===== src/tdec_pkg.sv =====
// How it works
// - Zero test: V cleared, N Z set, others kept.
// - Extended: two bytes, high first, full address.
// - Long indexed: two offset bytes added to index.
// - Short indexed: one unsigned byte added to index.
// - Direct branch: address byte, then branch offset byte.
// - Long stack: two offset bytes added to stack.
package tdec_pkg;

  typedef enum logic [3:0] {
    inherent_mode,
    direct_mode,
    extended_addr_mode,
    indexed_mode,
    indexed_short_offset_mode,
    indexed_long_offset_mode,
    stack_short_offset_mode,
    stack_long_offset_mode,
    direct_branch_mode,
    illegal_mode
  } addr_mode_t;

  typedef enum logic [2:0] {
    generic_op,
    zero_test_op,
    stack_to_index_op,
    index_to_stack_op,
    index_to_accum_op
  } op_kind_t;

  typedef enum logic [1:0] {
    st_idle = 2'b00,
    st_run  = 2'b01
  } seq_state_t;

  typedef struct packed {
    addr_mode_t mode;
    op_kind_t   kind;
    logic [1:0] nbytes;
    logic       mem;
    logic [2:0] last;
  } dec_t;

  typedef struct packed {
    logic        rd;
    logic [15:0] addr;
  } mem_req_t;

  typedef struct packed {
    logic       wr;
    logic       rd;
    logic [2:0] addr;
    logic [7:0] wdata;
  } reg_req_t;

  typedef struct packed {
    logic [15:0] ea;
    logic [7:0]  rel;
    logic [15:0] next_pc;
    logic        err;
  } result_t;

  localparam logic [7:0] PREFIX_BYTE    = 8'h9E;
  localparam logic [7:0] OPC_ZT_DIR     = 8'h3D;
  localparam logic [7:0] OPC_ZT_A       = 8'h4D;
  localparam logic [7:0] OPC_ZT_X       = 8'h5D;
  localparam logic [7:0] OPC_ZT_SHORT   = 8'h6D;
  localparam logic [7:0] OPC_ZT_IDX     = 8'h7D;
  localparam logic [7:0] OPC_ZT_STACK   = 8'h6D;
  localparam logic [7:0] OPC_STK_TO_IDX = 8'h95;
  localparam logic [7:0] OPC_IDX_TO_STK = 8'h94;
  localparam logic [7:0] OPC_IDX_TO_ACC = 8'h9F;

  localparam logic [2:0] CYC_ZT_DIR     = 3'h3;
  localparam logic [2:0] CYC_ZT_INH     = 3'h1;
  localparam logic [2:0] CYC_ZT_SHORT   = 3'h3;
  localparam logic [2:0] CYC_ZT_IDX     = 3'h2;
  localparam logic [2:0] CYC_ZT_STACK   = 3'h4;
  localparam logic [2:0] CYC_STK_TO_IDX = 3'h2;
  localparam logic [2:0] CYC_IDX_TO_STK = 3'h2;
  localparam logic [2:0] CYC_IDX_TO_ACC = 3'h1;

  localparam int unsigned FLAG_V = 7;
  localparam int unsigned FLAG_H = 4;
  localparam int unsigned FLAG_I = 3;
  localparam int unsigned FLAG_N = 2;
  localparam int unsigned FLAG_Z = 1;
  localparam int unsigned FLAG_C = 0;
  localparam logic [7:0] FLAGS_FIXED_ONES = 8'h60;
  localparam int unsigned STAT_BUSY = 0;
  localparam int unsigned STAT_ERR  = 1;

  localparam logic [2:0] REG_ACCUM  = 3'h0;
  localparam logic [2:0] REG_IDX_LO = 3'h1;
  localparam logic [2:0] REG_IDX_HI = 3'h2;
  localparam logic [2:0] REG_SP_LO  = 3'h3;
  localparam logic [2:0] REG_SP_HI  = 3'h4;
  localparam logic [2:0] REG_FLAGS  = 3'h5;
  localparam logic [2:0] REG_STATUS = 3'h6;

  localparam logic [7:0]  RST_ACCUM = 8'h00;
  localparam logic [15:0] RST_INDEX = 16'h0000;
  localparam logic [15:0] RST_STACK = 16'h00FF;
  localparam logic [7:0]  RST_FLAGS = 8'h68;

endpackage


===== src/ea_former.sv =====
`timescale 1ns/1ps
module ea_former
  import tdec_pkg::*;
(
  input  addr_mode_t  mode,
  input  logic [7:0]  first_byte,
  input  logic [7:0]  second_byte,
  input  logic [15:0] index_pair,
  input  logic [15:0] stack_ptr,
  output logic [15:0] ea
);

  logic [15:0] pair_bytes;

  // Two-byte operands always arrive high byte first.
  assign pair_bytes = {first_byte, second_byte};

  always_comb
  begin
    case (mode)
      direct_mode:               ea = {8'h00, first_byte};
      direct_branch_mode:        ea = {8'h00, first_byte};
      extended_addr_mode:        ea = pair_bytes;
      indexed_mode:              ea = index_pair;
      indexed_short_offset_mode: ea = index_pair + {8'h00, first_byte};
      indexed_long_offset_mode:  ea = index_pair + pair_bytes;
      stack_short_offset_mode:   ea = stack_ptr + {8'h00, first_byte};
      stack_long_offset_mode:    ea = stack_ptr + pair_bytes;
      default:                   ea = 16'h0000;
    endcase
  end

endmodule


===== config.mk =====
export PLATFORM = sky130hd
export DESIGN_NAME = ea_former
export DESIGN_NICKNAME = d
export VERILOG_FILES = /design/src/tdec_pkg.sv /design/src/ea_former.sv
export SDC_FILE = /design/constraint.sdc
export NUM_CORES = 1
export LEC_CHECK = 0
export BUFFER_PORTS_ARGS = -buffer_cell sky130_fd_sc_hd__buf_2
export CAP_MARGIN = 20
export CORE_UTILIZATION = 55
export DETAILED_ROUTE_END_ITERATION = 7
export PLACE_DENSITY = 0.81
export SETUP_SLACK_MARGIN = 0.5
export SYNTH_ARGS = -nofsm -noshare
export SYNTH_HDL_FRONTEND = slang
export SYNTH_SLANG_ARGS = --single-unit

===== constraint.sdc =====
create_clock -name vclk -period 3.9
set_input_delay 0.195 -clock vclk [all_inputs]
set_output_delay 0.195 -clock vclk [all_outputs]
set_load 0.005 [all_outputs]

==> out/qor.csv <==
metric,value,unit
area of the multi-input gates,0.00228,sq mm
Worst setup SP type,input pin,
Pleak,1.36,nW
post-synthesis adder-cell area fraction,0.172,
crit path cell chain,"buf_12, and3b_2, nand2_4, buf_12, mux2_2, ha_4, and3_1, o221a_1, or4_4, and2_4, mux2i_1, or4_1, buf_2",
critical path's slowest cell,or4_4,
hold path depth,4,
FMAX,0.293,GHz
class of the worst hold path,in2out,
gr busiest metal,met2,
die height,66.2,um
I/O Pins,68,
DRT iter0 DRCs,302,
met1 usage,0.441,
critical path type,in2out,
Peak VDD IR,0.0875,mV
Vias/cell,6.59,
Crit path top cell by count,buf_12,
mux cell area share after synthesis,0.176,
placed cell count,406,
sequential cell area,0,sq um
GRT overflow,0,
status,completed,
final setup fails,0,
max-slew violations,0,
Initial Utilization,0.596,
worst-path maximum fanout,7,
Ant. Diodes,0,
fillers,286,
Residual DRC,0,
Routed WL per cell,17.8,um
Die Wd,66.2,um
share of cells above drive strength 1,0.368,
Fin. Hold Viols,0,
pin count of the biggest net entering global routing,17,
mapped cell area,0.00226,sq mm
met3 Use GR,0.00862,
post-DP HPWL,5570,um
post-synthesis sequential area ratio,0,
core footprint,0.00380,sq mm
largest stage delay on the critical path,530,ps
sequential cells,0,
Hold Buf Count CTS,0,
final setup TNS,0,ps
Worst setup EP type,primary output,
first-pass GRT wire length,11600,um
number of global-route vias before repair,2559,
initial antenna violation count,0,
fin cells,415,
clkbuf count,0,
Area Growth Syn to Fin,28.0,%
nets@finish,451,
via count,2734,
XOR/XNOR Fraction of Synth Area,0.0967,
Ys Warns,0,
row cnt,22,
final wirelength,7390,um
Total GRT Usage,0.336,
DRT antenna net count,0,
simple-gate share of the synthesized area,0.193,
Power Density,143,mW/mm^2
IO buf count,68,
GP Congestion,0.931,
period utilisation layout,0.874,
Cells after Synth,300,
Max-cap violations,0,
Final WS setup,493,ps
minimum clock period,3410,ps
M2 GR Usage,0.574,
Critical Path RT,3700,ps
largest family of logic cells by synthesized area,compound AO/OA/AOI/OAI gates,
synth unique cells,61,
Synth Area in Compound Gates,0.316,
pre-CTS setup slack,321,ps
Critical Path AT,3210,ps
worst-margin pin slew,644,ps
RSZ-0062 raised after global routing,true,
syn_area_per_cell,7.55,sq um
drt first pass iters,5,
Worst slew margin,0.569,
syn nets,382,
die area,0.00438,sq mm
[synthesized netlist by cell type, types with 5 or more instances]
cell | number | area (sq um)
ha_1 | 28 | 350
nand2_1 | 26 | 97.6
a21oi_1 | 25 | 125
mux2_2 | 23 | 259
xnor2_1 | 15 | 131
mux2i_1 | 14 | 140
nor2_1 | 12 | 45.0
o21ai_0 | 12 | 60.1
clkbuf_1 | 11 | 41.3
xor2_1 | 10 | 87.6
inv_1 | 9 | 33.8
a22oi_1 | 8 | 60.1
a21o_1 | 7 | 52.6
a22o_1 | 7 | 61.3
nor3_1 | 7 | 35.0
a211oi_1 | 6 | 45.0
o221ai_1 | 6 | 52.6
and3_1 | 5 | 31.3
o211ai_1 | 5 | 37.5
[area by class of cell]
type                            count  share of cell area
Inverter                            9              0.0117
Timing Repair Buffer               84               0.179
Multi-Input combinational cell    274               0.788
Tap cell                           48              0.0207
[repair_timing]
| action | in CTS | in global routing |
|---|---|---|
| buffers inserted | 6 | 3 |
| gates resized for setup | 5 | 31 |
| endpoints found under the setup margin | 1 | 5 |
| pin swaps | 2 | 7 |
[power breakdown]
part	total [mW]	switching [mW]	internal (mW)
registers	0	0	0
logic	0.414	0.218	0.196
clock network	0	0	0
[cells in the final DEF, fill, tap and decap left out, types with 4 or more instances in the layout]
cell and n:
a22o_1 7, o211ai_1 5, a211oi_1 6, buf_2 64, a22oi_1 8, ha_1 20, a21o_1 7, xor2_1 10
o21ai_0 10, inv_1 7, a21oi_1 24, xnor2_1 15, mux2i_1 14, buf_4 13, o221ai_1 6, nor2_1 12
nor3_1 7, nand2_1 26, ha_4 6, nand3_1 4, and3_1 5, mux2_2 21
[critical path: cells and delay by family]
family	cells	cell delay (ps)
adder cells (fa/ha/maj)	1	240
multiplexers	2	460
AND/OR/NAND/NOR	6	1780
AO/OA/AOI/OAI	1	150
buffers and inverters	3	390
[kinds of logic (layout without fill, tap and decap cells)]
family / Yosys count / count (layout)
AO/OA/AOI/OAI: 102 / 102
AND/OR/NAND/NOR: 80 / 80
buffers and inverters: 26 / 93
XOR/XNOR: 25 / 25
multiplexers: 37 / 37
adder cells (fa/ha/maj): 30 / 30
[through the flow]
step           total power [mW]  hold slack, ps   util  area [sq um]
2_1_floorplan             0.255             486      -          2280
3_3_place_gp              0.364             697  0.702          2670
3_5_place_dp              0.369             695  0.702          2670
4_1_cts                   0.380             698  0.722          2740
5_1_grt                   0.450             747  0.763          2900
6_report                  0.414             720  0.763          2900
[per-layer routing]
metal  vias up  share of wire
met4         0          0.032
met2       153           0.49
met3        29          0.064
met1      1258           0.41
li1       1294              -
met5         -              0
[path summary, 6_finish.rpt]
path	startpoint	endpoint	slack (ps)
max	mode[0]	ea[14]	490
min	index_pair[2]	ea[2]	720
No activity file was read; power rests on OpenSTA's default activity.
